### src/logic/ftsr_map.vh
// register map, field positions, reset values and timing constants
`ifndef FTSR_MAP_VH
`define FTSR_MAP_VH

// ***************************************************
// register offsets
// ***************************************************
`define FTSR_ADDR_TIMER_CTRL   8'h03
`define FTSR_ADDR_POWER_IND    8'h04

// ***************************************************
// safety_timer_flash_control fields
// ***************************************************
`define FTSR_DUR_MSB           7
`define FTSR_DUR_LSB           5
`define FTSR_FAULT_BIT         4
`define FTSR_RANGE_BIT         3
`define FTSR_TRIG_BIT          2
`define FTSR_FLASH_BIT         1
`define FTSR_BLANK_BIT         0
`define FTSR_DUR_RST           3'h6
`define FTSR_RANGE_RST         1'h0
`define FTSR_TRIG_RST          1'h0
`define FTSR_BLANK_EN_RST      1'h1

// ***************************************************
// power_temp_limit_indicator fields
// ***************************************************
`define FTSR_PG_BIT            7
`define FTSR_TEMP_MSB          6
`define FTSR_TEMP_LSB          5
`define FTSR_LIMIT_BIT         4
`define FTSR_IND_MSB           3
`define FTSR_IND_LSB           0
`define FTSR_PG_ROUTE_RST      1'h0
`define FTSR_LIMIT_RST         1'h0
`define FTSR_IND_RST           4'h0
`define FTSR_TEMP_SHUTDOWN     2'h3

// ***************************************************
// operating modes
// ***************************************************
`define FTSR_MODE_SHUTDOWN     2'h0
`define FTSR_MODE_DC_LIGHT     2'h1
`define FTSR_MODE_FLASH        2'h2
`define FTSR_MODE_VOLTAGE      2'h3

// ***************************************************
// timing: clock rate and timer tick
// ***************************************************
`define FTSR_CLK_MHZ           40
`define FTSR_TICK_US           100
`define FTSR_PWM_STEPS         7'h64

// safety durations in units of 0.1 ms, range 0
`define FTSR_R0_T0             32'd682
`define FTSR_R0_T1             32'd1022
`define FTSR_R0_T2             32'd1363
`define FTSR_R0_T3             32'd1704
`define FTSR_R0_T4             32'd2045
`define FTSR_R0_T5             32'd3408
`define FTSR_R0_T6             32'd5793
`define FTSR_R0_T7             32'd8520
// safety durations in units of 0.1 ms, range 1
`define FTSR_R1_T0             32'd53
`define FTSR_R1_T1             32'd107
`define FTSR_R1_T2             32'd160
`define FTSR_R1_T3             32'd213
`define FTSR_R1_T4             32'd266
`define FTSR_R1_T5             32'd320
`define FTSR_R1_T6             32'd373
`define FTSR_R1_T7             32'd715

// indicator pwm duty in percent per code 1000..1111
`define FTSR_DUTY_0            7'h05
`define FTSR_DUTY_1            7'h0b
`define FTSR_DUTY_2            7'h11
`define FTSR_DUTY_3            7'h17
`define FTSR_DUTY_4            7'h1e
`define FTSR_DUTY_5            7'h24
`define FTSR_DUTY_6            7'h2a
`define FTSR_DUTY_7            7'h43

`endif

### src/logic/ftsr_cor_flag.v
// sticky flag cleared after a completed read that returned it set
`timescale 1ns/1ps
module ftsr_cor_flag (
  // clock and reset
  input  wire core_clk,
  input  wire rst_b,
  // event and read handshake
  input  wire set_evt,
  input  wire rd_take,
  input  wire rd_done,
  // state
  output reg  flag_r
);

  reg seen_r;

  // ***************************************************
  // flag and read tracking
  // ***************************************************
  always @(posedge core_clk or negedge rst_b) begin
    if (!rst_b) begin
      flag_r <= 1'b0;
      seen_r <= 1'b0;
    end else begin
      // an event during the read keeps the flag for the next read
      if (rd_take) begin
        seen_r <= flag_r && !set_evt; // RULE_21
      end else if (rd_done || set_evt) begin
        seen_r <= 1'b0; // RULE_21
      end
      // set wins over the clear
      if (set_evt) begin
        flag_r <= 1'b1;
      end else if (rd_done && seen_r) begin
        flag_r <= 1'b0; // RULE_21
      end
    end
  end

endmodule

### src/logic/ftsr_safety_timer.v
// safety timer: counts a loaded limit while held, flags expiry
`timescale 1ns/1ps
module ftsr_safety_timer (
  // clock and reset
  input  wire        core_clk,
  input  wire        rst_b,
  // control
  input  wire        start,
  input  wire        hold,
  input  wire [31:0] limit,
  // status
  output reg         running_r,
  output reg         timeout_r
);

  reg [31:0] count_r;

  // ***************************************************
  // counter
  // ***************************************************
  always @(posedge core_clk or negedge rst_b) begin
    if (!rst_b) begin
      count_r   <= 32'h0;
      running_r <= 1'b0;
      timeout_r <= 1'b0;
    end else begin
      timeout_r <= 1'b0;
      if (start) begin
        count_r   <= 32'h1;
        running_r <= 1'b1;
      end else if (running_r) begin
        if (!hold) begin
          running_r <= 1'b0;
        end else if (count_r >= limit) begin
          running_r <= 1'b0;
          timeout_r <= 1'b1;
        end else begin
          count_r <= count_r + 32'h1;
        end
      end
    end
  end

endmodule

### src/logic/ftsr_regs.v
// flash timer control and power/indicator status register bank
//
// Functional notes
// [RULE_01] 3-bit safety duration, reset 110, selects one of eight times per range
// [RULE_02] read-only LED fault flag in bit 4, cleared after it is read
// [RULE_03] write-only bit 3 stores timer range 0 or 1
// [RULE_04] read bit 3 is timeout flag, cleared when timer restarts
// [RULE_05] trigger bit: level or rising edge, effective only in flash mode
// [RULE_06] writing 1 to flash start ramps LED only while strobe zero high
// [RULE_07] reading flash start shows whether a flash strobe is ongoing
// [RULE_08] blanking enable (reset 1) reduces LED current while blank input high
// [RULE_09] blanking read flag shows a blanking event, cleared after read
// [RULE_10] route bit picks power good or port value for general pin
// [RULE_11] reading bit 7 returns power good of the converter output
// [RULE_12] die temperature code; 11 after thermal shutdown until read
// [RULE_13] host sets valley limit bit only during initial shutdown
// [RULE_14] valley limit chosen by limit bit and high current select; the code drives valley_limit_hi from the limit bit alone
// [RULE_15] high current select and blank input both high disable power stage
// [RULE_16] indicator codes 0xxx: off or sink currents on privacy pin
// [RULE_17] indicator codes 1xxx: PWM dimming of LED channels, 5% to 67%
// [RULE_18] PWM indicator only in DC-light mode, voltage force set, strobe one low
// [RULE_19] sinking codes pull output node low while high current select low
// [RULE_20] operating mode: shutdown, DC-light, flash, voltage source
// [RULE_21] clear-on-read flags clear only after a completed read that saw them
`timescale 1ns/1ps
`include "ftsr_map.vh"
module ftsr_regs #(
  parameter CYC_PER_TICK = `FTSR_CLK_MHZ * `FTSR_TICK_US
) (
  // clock and reset
  input  wire       core_clk,
  input  wire       rst_b,
  // register port from the serial interface engine
  input  wire [7:0] reg_addr,
  input  wire       reg_wr,
  input  wire [7:0] reg_wdata,
  input  wire       reg_rd,
  input  wire       reg_rd_done,
  output wire [7:0] reg_rdata,
  // device state inputs
  input  wire [1:0] op_mode,
  input  wire       voltage_mode_force,
  input  wire       strobe_zero,
  input  wire       strobe_one,
  input  wire       tx_blank,
  input  wire       high_current_select,
  input  wire       led_fault,
  input  wire       power_good,
  input  wire       gpio_port_val,
  input  wire [1:0] die_temp_in,
  input  wire       thermal_shutdown,
  // flash control outputs
  output wire       flash_active,
  output reg        led_current_reduce,
  // power stage outputs
  output reg        gpio_pin_out,
  output reg        valley_limit_hi,
  output reg        power_stage_off,
  // indicator outputs
  output reg  [2:0] privacy_led_pin,
  output reg        output_node_pull,
  output reg        indicator_pwm_on,
  output reg        indicator_pwm_out
);

  // ***************************************************
  // declarations
  // ***************************************************
  reg  [2:0]  safety_duration_sel_r;
  reg         timer_range_sel_r;
  reg         timer_trigger_type_r;
  reg         blank_en_r;
  reg         power_good_route_r;
  reg         valley_limit_sel_r;
  reg  [3:0]  indicator_ctrl_r;
  reg         timeout_flag_r;
  reg         strobe_zero_q_r;
  reg  [7:0]  rdata_r;
  reg  [6:0]  pwm_cnt_r;
  reg  [6:0]  pwm_duty;
  reg  [31:0] dur_tenths;
  reg  [31:0] timer_limit;
  reg  [7:0]  rd_nxt;
  wire        wr_timer;
  wire        wr_power;
  wire        rd_timer;
  wire        rd_power;
  wire        flash_sw_go;
  wire        strobe_rise;
  wire        edge_mode;
  wire        timer_start;
  wire        timer_hold;
  wire        timer_expired;
  wire        blank_event;
  wire        led_fault_flag;
  wire        blank_flag;
  wire        shutdown_flag;
  wire [1:0]  die_temp_code;
  wire        ind_pwm_mode;
  wire        ind_sink_mode;

  // ***************************************************
  // address decode
  // ***************************************************
  assign wr_timer = reg_wr && (reg_addr == `FTSR_ADDR_TIMER_CTRL);
  assign wr_power = reg_wr && (reg_addr == `FTSR_ADDR_POWER_IND);
  assign rd_timer = reg_rd && (reg_addr == `FTSR_ADDR_TIMER_CTRL);
  assign rd_power = reg_rd && (reg_addr == `FTSR_ADDR_POWER_IND);

  // ***************************************************
  // writable control bits
  // ***************************************************
  always @(posedge core_clk or negedge rst_b) begin
    if (!rst_b) begin
      safety_duration_sel_r <= `FTSR_DUR_RST;
      timer_range_sel_r     <= `FTSR_RANGE_RST;
      timer_trigger_type_r  <= `FTSR_TRIG_RST;
      blank_en_r            <= `FTSR_BLANK_EN_RST;
      power_good_route_r    <= `FTSR_PG_ROUTE_RST;
      valley_limit_sel_r    <= `FTSR_LIMIT_RST;
      indicator_ctrl_r      <= `FTSR_IND_RST;
    end else begin
      if (wr_timer) begin
        safety_duration_sel_r <=
          reg_wdata[`FTSR_DUR_MSB:`FTSR_DUR_LSB]; // RULE_01
        timer_range_sel_r    <= reg_wdata[`FTSR_RANGE_BIT]; // RULE_03
        timer_trigger_type_r <= reg_wdata[`FTSR_TRIG_BIT]; // RULE_05
        blank_en_r           <= reg_wdata[`FTSR_BLANK_BIT]; // RULE_08
      end
      if (wr_power) begin
        power_good_route_r <= reg_wdata[`FTSR_PG_BIT]; // RULE_10
        indicator_ctrl_r   <=
          reg_wdata[`FTSR_IND_MSB:`FTSR_IND_LSB]; // RULE_16
        // limit changes are taken only while the mode is shutdown
        if (op_mode == `FTSR_MODE_SHUTDOWN) begin
          valley_limit_sel_r <= reg_wdata[`FTSR_LIMIT_BIT]; // RULE_13
        end
      end
    end
  end

  // ***************************************************
  // safety duration lookup
  // ***************************************************
  always @* begin
    dur_tenths = `FTSR_R0_T0;
    case ({timer_range_sel_r, safety_duration_sel_r}) // RULE_01
      4'h0:    dur_tenths = `FTSR_R0_T0;
      4'h1:    dur_tenths = `FTSR_R0_T1;
      4'h2:    dur_tenths = `FTSR_R0_T2;
      4'h3:    dur_tenths = `FTSR_R0_T3;
      4'h4:    dur_tenths = `FTSR_R0_T4;
      4'h5:    dur_tenths = `FTSR_R0_T5;
      4'h6:    dur_tenths = `FTSR_R0_T6;
      4'h7:    dur_tenths = `FTSR_R0_T7;
      4'h8:    dur_tenths = `FTSR_R1_T0;
      4'h9:    dur_tenths = `FTSR_R1_T1;
      4'ha:    dur_tenths = `FTSR_R1_T2;
      4'hb:    dur_tenths = `FTSR_R1_T3;
      4'hc:    dur_tenths = `FTSR_R1_T4;
      4'hd:    dur_tenths = `FTSR_R1_T5;
      4'he:    dur_tenths = `FTSR_R1_T6;
      4'hf:    dur_tenths = `FTSR_R1_T7;
      default: dur_tenths = `FTSR_R0_T0;
    endcase
    timer_limit = dur_tenths * CYC_PER_TICK;
  end

  // ***************************************************
  // flash strobe sequencing
  // ***************************************************
  always @(posedge core_clk or negedge rst_b) begin
    if (!rst_b) begin
      strobe_zero_q_r <= 1'b0;
    end else begin
      strobe_zero_q_r <= strobe_zero;
    end
  end

  assign strobe_rise = strobe_zero && !strobe_zero_q_r;
  // software start counts only while strobe zero is high
  assign flash_sw_go = wr_timer && reg_wdata[`FTSR_FLASH_BIT]
                       && strobe_zero; // RULE_06
  // edge trigger applies only in flash mode
  assign edge_mode   = timer_trigger_type_r
                       && (op_mode == `FTSR_MODE_FLASH); // RULE_05
  assign timer_start = flash_sw_go
                       || ((op_mode == `FTSR_MODE_FLASH)
                           && strobe_rise); // RULE_20
  assign timer_hold  = edge_mode ? 1'b1 : strobe_zero; // RULE_05

  ftsr_safety_timer u_timer (
    .core_clk  (core_clk),
    .rst_b     (rst_b),
    .start     (timer_start),
    .hold      (timer_hold),
    .limit     (timer_limit),
    .running_r (flash_active),
    .timeout_r (timer_expired)
  );

  // timeout flag: set on expiry, cleared when the timer restarts
  always @(posedge core_clk or negedge rst_b) begin
    if (!rst_b) begin
      timeout_flag_r <= 1'b0;
    end else if (timer_expired) begin
      timeout_flag_r <= 1'b1;
    end else if (timer_start) begin
      timeout_flag_r <= 1'b0; // RULE_04
    end
  end

  // ***************************************************
  // clear-on-read flags
  // ***************************************************
  assign blank_event = blank_en_r && tx_blank; // RULE_09

  ftsr_cor_flag u_fault_flag (
    .core_clk (core_clk),
    .rst_b    (rst_b),
    .set_evt  (led_fault),
    .rd_take  (rd_timer),
    .rd_done  (reg_rd_done),
    .flag_r   (led_fault_flag)
  );

  ftsr_cor_flag u_blank_flag (
    .core_clk (core_clk),
    .rst_b    (rst_b),
    .set_evt  (blank_event),
    .rd_take  (rd_timer),
    .rd_done  (reg_rd_done),
    .flag_r   (blank_flag)
  );

  ftsr_cor_flag u_shutdown_flag (
    .core_clk (core_clk),
    .rst_b    (rst_b),
    .set_evt  (thermal_shutdown),
    .rd_take  (rd_power),
    .rd_done  (reg_rd_done),
    .flag_r   (shutdown_flag)
  );

  assign die_temp_code = shutdown_flag ? `FTSR_TEMP_SHUTDOWN
                                       : die_temp_in; // RULE_12

  // ***************************************************
  // read data
  // ***************************************************
  always @* begin
    rd_nxt = 8'h00;
    case (reg_addr)
      `FTSR_ADDR_TIMER_CTRL: begin
        rd_nxt[`FTSR_DUR_MSB:`FTSR_DUR_LSB] = safety_duration_sel_r;
        rd_nxt[`FTSR_FAULT_BIT] = led_fault_flag; // RULE_02
        rd_nxt[`FTSR_RANGE_BIT] = timeout_flag_r; // RULE_04
        rd_nxt[`FTSR_TRIG_BIT]  = timer_trigger_type_r;
        rd_nxt[`FTSR_FLASH_BIT] = flash_active; // RULE_07
        rd_nxt[`FTSR_BLANK_BIT] = blank_flag; // RULE_09
      end
      `FTSR_ADDR_POWER_IND: begin
        rd_nxt[`FTSR_PG_BIT] = power_good; // RULE_11
        rd_nxt[`FTSR_TEMP_MSB:`FTSR_TEMP_LSB] = die_temp_code; // RULE_12
        rd_nxt[`FTSR_LIMIT_BIT] = valley_limit_sel_r;
        rd_nxt[`FTSR_IND_MSB:`FTSR_IND_LSB] = indicator_ctrl_r;
      end
      default: rd_nxt = 8'h00;
    endcase
  end

  always @(posedge core_clk or negedge rst_b) begin
    if (!rst_b) begin
      rdata_r <= 8'h00;
    end else if (reg_rd) begin
      rdata_r <= rd_nxt;
    end
  end

  assign reg_rdata = rdata_r;

  // ***************************************************
  // indicator pwm
  // ***************************************************
  always @* begin
    pwm_duty = `FTSR_DUTY_0;
    case (indicator_ctrl_r[2:0]) // RULE_17
      3'h0:    pwm_duty = `FTSR_DUTY_0;
      3'h1:    pwm_duty = `FTSR_DUTY_1;
      3'h2:    pwm_duty = `FTSR_DUTY_2;
      3'h3:    pwm_duty = `FTSR_DUTY_3;
      3'h4:    pwm_duty = `FTSR_DUTY_4;
      3'h5:    pwm_duty = `FTSR_DUTY_5;
      3'h6:    pwm_duty = `FTSR_DUTY_6;
      3'h7:    pwm_duty = `FTSR_DUTY_7;
      default: pwm_duty = `FTSR_DUTY_0;
    endcase
  end

  assign ind_pwm_mode  = indicator_ctrl_r[3]
                         && (op_mode == `FTSR_MODE_DC_LIGHT)
                         && voltage_mode_force
                         && !strobe_one; // RULE_18
  // codes x000 and x100 switch the pin off
  assign ind_sink_mode = !indicator_ctrl_r[3]
                         && (indicator_ctrl_r[1:0] != 2'h0); // RULE_16

  always @(posedge core_clk or negedge rst_b) begin
    if (!rst_b) begin
      pwm_cnt_r <= 7'h00;
    end else if (pwm_cnt_r == `FTSR_PWM_STEPS - 7'h01) begin
      pwm_cnt_r <= 7'h00;
    end else begin
      pwm_cnt_r <= pwm_cnt_r + 7'h01;
    end
  end

  // ***************************************************
  // registered outputs
  // ***************************************************
  always @(posedge core_clk or negedge rst_b) begin
    if (!rst_b) begin
      led_current_reduce <= 1'b0;
      gpio_pin_out       <= 1'b0;
      valley_limit_hi    <= 1'b0;
      power_stage_off    <= 1'b0;
      privacy_led_pin    <= 3'h0;
      output_node_pull   <= 1'b0;
      indicator_pwm_on   <= 1'b0;
      indicator_pwm_out  <= 1'b0;
    end else begin
      led_current_reduce <= blank_en_r && tx_blank; // RULE_08
      gpio_pin_out       <= power_good_route_r ? gpio_port_val
                                               : power_good; // RULE_10
      valley_limit_hi    <= valley_limit_sel_r; // RULE_14
      power_stage_off    <= high_current_select && tx_blank; // RULE_15
      privacy_led_pin    <= ind_sink_mode ? indicator_ctrl_r[2:0]
                                          : 3'h0; // RULE_16
      output_node_pull   <= ind_sink_mode
                            && !high_current_select; // RULE_19
      indicator_pwm_on   <= ind_pwm_mode; // RULE_18
      indicator_pwm_out  <= ind_pwm_mode
                            && (pwm_cnt_r < pwm_duty); // RULE_17
    end
  end

endmodule

### config.mk
export PLATFORM = sky130hd
export DESIGN_NAME = ftsr_regs
export DESIGN_NICKNAME = d
export VERILOG_FILES = /design/src/logic/ftsr_cor_flag.v /design/src/logic/ftsr_safety_timer.v /design/src/logic/ftsr_regs.v
export VERILOG_INCLUDE_DIRS = /design/src /design/src/logic
export SDC_FILE = /design/constraint.sdc
export NUM_CORES = 1
export LEC_CHECK = 0
export BUFFER_PORTS_ARGS = -buffer_cell sky130_fd_sc_hd__buf_2
export CAP_MARGIN = 20
export CORE_UTILIZATION = 60
export DETAILED_ROUTE_END_ITERATION = 12
export PLACE_DENSITY_LB_ADDON = 0.1
export SYNTH_ARGS = -nofsm -noshare
export SYNTH_HDL_FRONTEND = slang
export SYNTH_SLANG_ARGS = --single-unit
### constraint.sdc
create_clock -name core_clk -period 8.65 [get_ports core_clk]
set_clock_uncertainty 0.05 [all_clocks]
set_input_delay 1.73 -clock core_clk [delete_from_list [all_inputs] [get_ports core_clk]]
set_output_delay 1.73 -clock core_clk [all_outputs]
set_load 0.05 [all_outputs]
==> flow_metrics.tcl <==
set metrics [dict create \
    synth_area_um2 7110 \
    htree_num_levels 3 \
    yosysWarnings 0 \
    synth.top_cell.area_share_pct 26.8 \
    ys_top_cells_by_area "dfrtp_1 27%, ha_1 16%, fa_1 13%" \
    vias 5428 \
    grt_pass1_vias 5688 \
    drt-wirelength-per-cell_um 16.1 \
    path_class "flop to flop" \
    core_area_um2 11500 \
    min_path_type "flop to flop" \
    drc 0 \
    fmax_mhz 129 \
    cts_resized 0 \
    start_kind "flop" \
    drive_gt1_share_pct 13.0 \
    relSlewSlack_pct 46.6 \
    mostFrequentLayoutCell "inv_1" \
    antenna_found_initial 0 \
    clkSlewWorstSetupHoldPaths_ns 0.06 \
    powerDensity_nw_per_um2 422 \
    place_hpwl_mm 11.9 \
    root_buffer "clkbuf_16" \
    fin_crit_sh_pct 89.9 \
    rsz0062_at_grt "no" \
    die_h_um 111 \
    clk_path_buf_depth 2 \
    ant_nets 0 \
    whs_ns 0.361 \
    r2r_slack_ns 0.87 \
    die_x_um 111 \
    ir_drop_mv 0.412 \
    initial_core_util_pct 62.0 \
    cp_common_cell "fa_1" \
    vias_per_cell 5.76 \
    area_growth_pct 9.75 \
    cts_tree "built" \
    insertion_delay_ns 0.34 \
    die_area_um2 12300 \
    grt_use_total_pct 27.1 \
    antenna_cells_inserted 0 \
    critPathSlowestCell "a21oi_1" \
    syn-num-nets 916 \
    numCtsBuffers 9 \
    hold_violations 0 \
    finalSetupViolations 0 \
    ys.flop_type "dfrtp_1" \
    endpoint_kind "flop" \
    syn_inst 743 \
    synth_edf_count 0 \
    grt_max_degree 80 \
    overflow 0 \
    clock-sinks 79 \
    yosysUniqueCellTypes 62 \
    synth_area_per_cell_um2 9.57 \
    drt-total-wl_mm 15.2 \
    cap_violations 0 \
    place.gp.congestion 0.838 \
    final_nets 967 \
    min_period_ns 7.78 \
    cp.arrival_ns 7.98 \
    setup_ws_ns 0.874 \
    synthArstFlopShare_pct 100 \
    ys_seq_elements 79 \
    ctsHoldBuffers 0 \
    firstDrtPassIters 5 \
    dp_cells 924 \
    p_leak_nw 3.89 \
    worstPathMaxFanout 18 \
    io_buffers 52 \
    fin_tns_setup_ns 0 \
    ys_seq_area_share_pct 27.9 \
    slew_violations 0 \
    synth_top_cell_by_area "dfrtp_1" \
    cts_setup_buffers 0 \
    final_cell_mix "102 x inv_1, 93 x ha_1, 76 x dfrtp_1" \
    worst_slew_pin_slew_ns 0.801 \
    place_ws_ns 1.00 \
    finalNonFillerCells 942 \
    path_buf_inv 3 \
    cpLargestDelayFamily "adder cells" \
    critPathMaxStageDelay_ns 0.62 \
    required_ns 8.86 \
    drt-initial-drc-count 292 \
    pin_count 53 \
    std_cell_rows 39 \
    status "finished, final reports clean" \
    grt_pass1_wl_mm 27.0 \
    cp_cell_sequence "inv_1 > ha_1 > a32o_1 > a21oi_1 > fa_1 > inv_1 > fa_1 > fa_1 > fa_1 > inv_1 > ha_1 > a21o_1 > a21oi_1 > a31oi_1 > a211oi_1 > xor2_1 > ha_1 > a21o_1 > a21o_1 > a21oi_2 > and4_4 > nand4b_2 > or4_1 > a21oi_1" \
]
worst reg2reg max path, stage by stage, from the launching register on:
cell and delay, ns:
dfrtp_1 0.52, inv_1 0.19, ha_1 0.29, a32o_1 0.22, a21oi_1 0.62, fa_1 0.55, inv_1 0.09, fa_1 0.44
fa_1 0.51, fa_1 0.52, inv_1 0.04, ha_1 0.31, a21o_1 0.18, a21oi_1 0.26, a31oi_1 0.22, a211oi_1 0.42
xor2_1 0.20, ha_1 0.27, a21o_1 0.18, a21o_1 0.20, a21oi_2 0.14, and4_4 0.26, nand4b_2 0.34, or4_1 0.51
a21oi_1 0.17
layout make-up:
| cell class | instances | area (µm²) |
|---|---|---|
| flip-flops and latches | 79 | 1980 |
| repair buffers | 59 | 328 |
| clock buffers | 11 | 243 |
| well taps | 143 | 179 |
| fillers | 916 | 3670 |
| inverters | 102 | 383 |
| clock inverters | 5 | 40.0 |
| multi-input cells | 543 | 4650 |
state kept, by name, indices dropped and copies added, names as in the netlist, 3 cells and up:
register and cells:
u_timer.count_r 32, privacy_led_pin 3, safety_duration_sel_r 3, reg_rdata 8, indicator_ctrl_r 4, pwm_cnt_r 7
report_power, final:
group / total (mW) / internal [mW] / switching, mW
clock network: 0.358 / 0.204 / 0.154
logic: 2.53 / 1.09 / 1.43
registers: 0.405 / 0.386 / 0.0191
total: 3.29 / 1.68 / 1.61
routing by layer:
layer  wire length, µm  part of all wire (%)  track usage (%)
met3               484                   3.2             3.77
met5                 0                     0                0
met1              6960                    46             37.5
met4               195                   1.3             5.96
met2              7530                    50             45.5
synth_stat cells (all sizes together), types with 4 or more instances:
library cell  count
fa               46
a22oi             6
a21o             18
clkbuf            9
dfrtp            76
or4              13
nand2b            7
nor2             31
nor4              4
o211ai            5
a211oi            5
o31ai            12
o21ai            33
o21a             10
or3              14
xnor2            10
buf              10
mux2i             4
nand4            10
nor2b             6
nand2            49
a21oi            59
and2              8
inv             102
nand3            22
and3             12
xor2             13
mux2             12
nor3              8
ha               93
per-stage QoR:
stage / util (%) / total power [mW] / instance area [µm²]
6_report: 68.0 / 3.29 / 7800
4_1_cts: 67.8 / 3.30 / 7770
3_5_place_dp: 65.3 / 2.92 / 7490
2_1_floorplan: - / 2.38 / 7110
5_1_grt: 68.0 / 3.69 / 7800
3_3_place_gp: 65.3 / 2.81 / 7490
worst paths after layout:
path                                                      start                               to  cells past startpoint
max reg2reg                safety_duration_sel_r[0]$_DFFE_PN0P_  u_timer.count_r[27]$_DFFE_PN0P_                     24
max in group asynchronous                                 rst_b  u_timer.count_r[13]$_DFFE_PN0P_                      2
min in group asynchronous                                 rst_b     privacy_led_pin[0]$_DFF_PN0_                      1
min                              valley_limit_sel_r$_DFFE_PN0P_        valley_limit_hi$_DFF_PN0_                      0
max                        safety_duration_sel_r[0]$_DFFE_PN0P_  u_timer.count_r[27]$_DFFE_PN0P_                     24
min reg2reg                      valley_limit_sel_r$_DFFE_PN0P_        valley_limit_hi$_DFF_PN0_                      0
cell families (layout without fill, tap and decap cells):
kind of cell | count (synthesis) | in the layout | synth area share (%)
muxes | 18 | 18 | 3.10
xor gates and xnor gates | 23 | 23 | 2.83
AOI/OAI and AO/OA | 166 | 166 | 14.7
DFF | 79 | 79 | 27.9
adders and majority gates | 139 | 139 | 29.3
and+or+nand+nor | 197 | 197 | 15.5
buffers and inverters | 121 | 177 | 6.74
No activity file was read; power rests on OpenSTA's default activity.
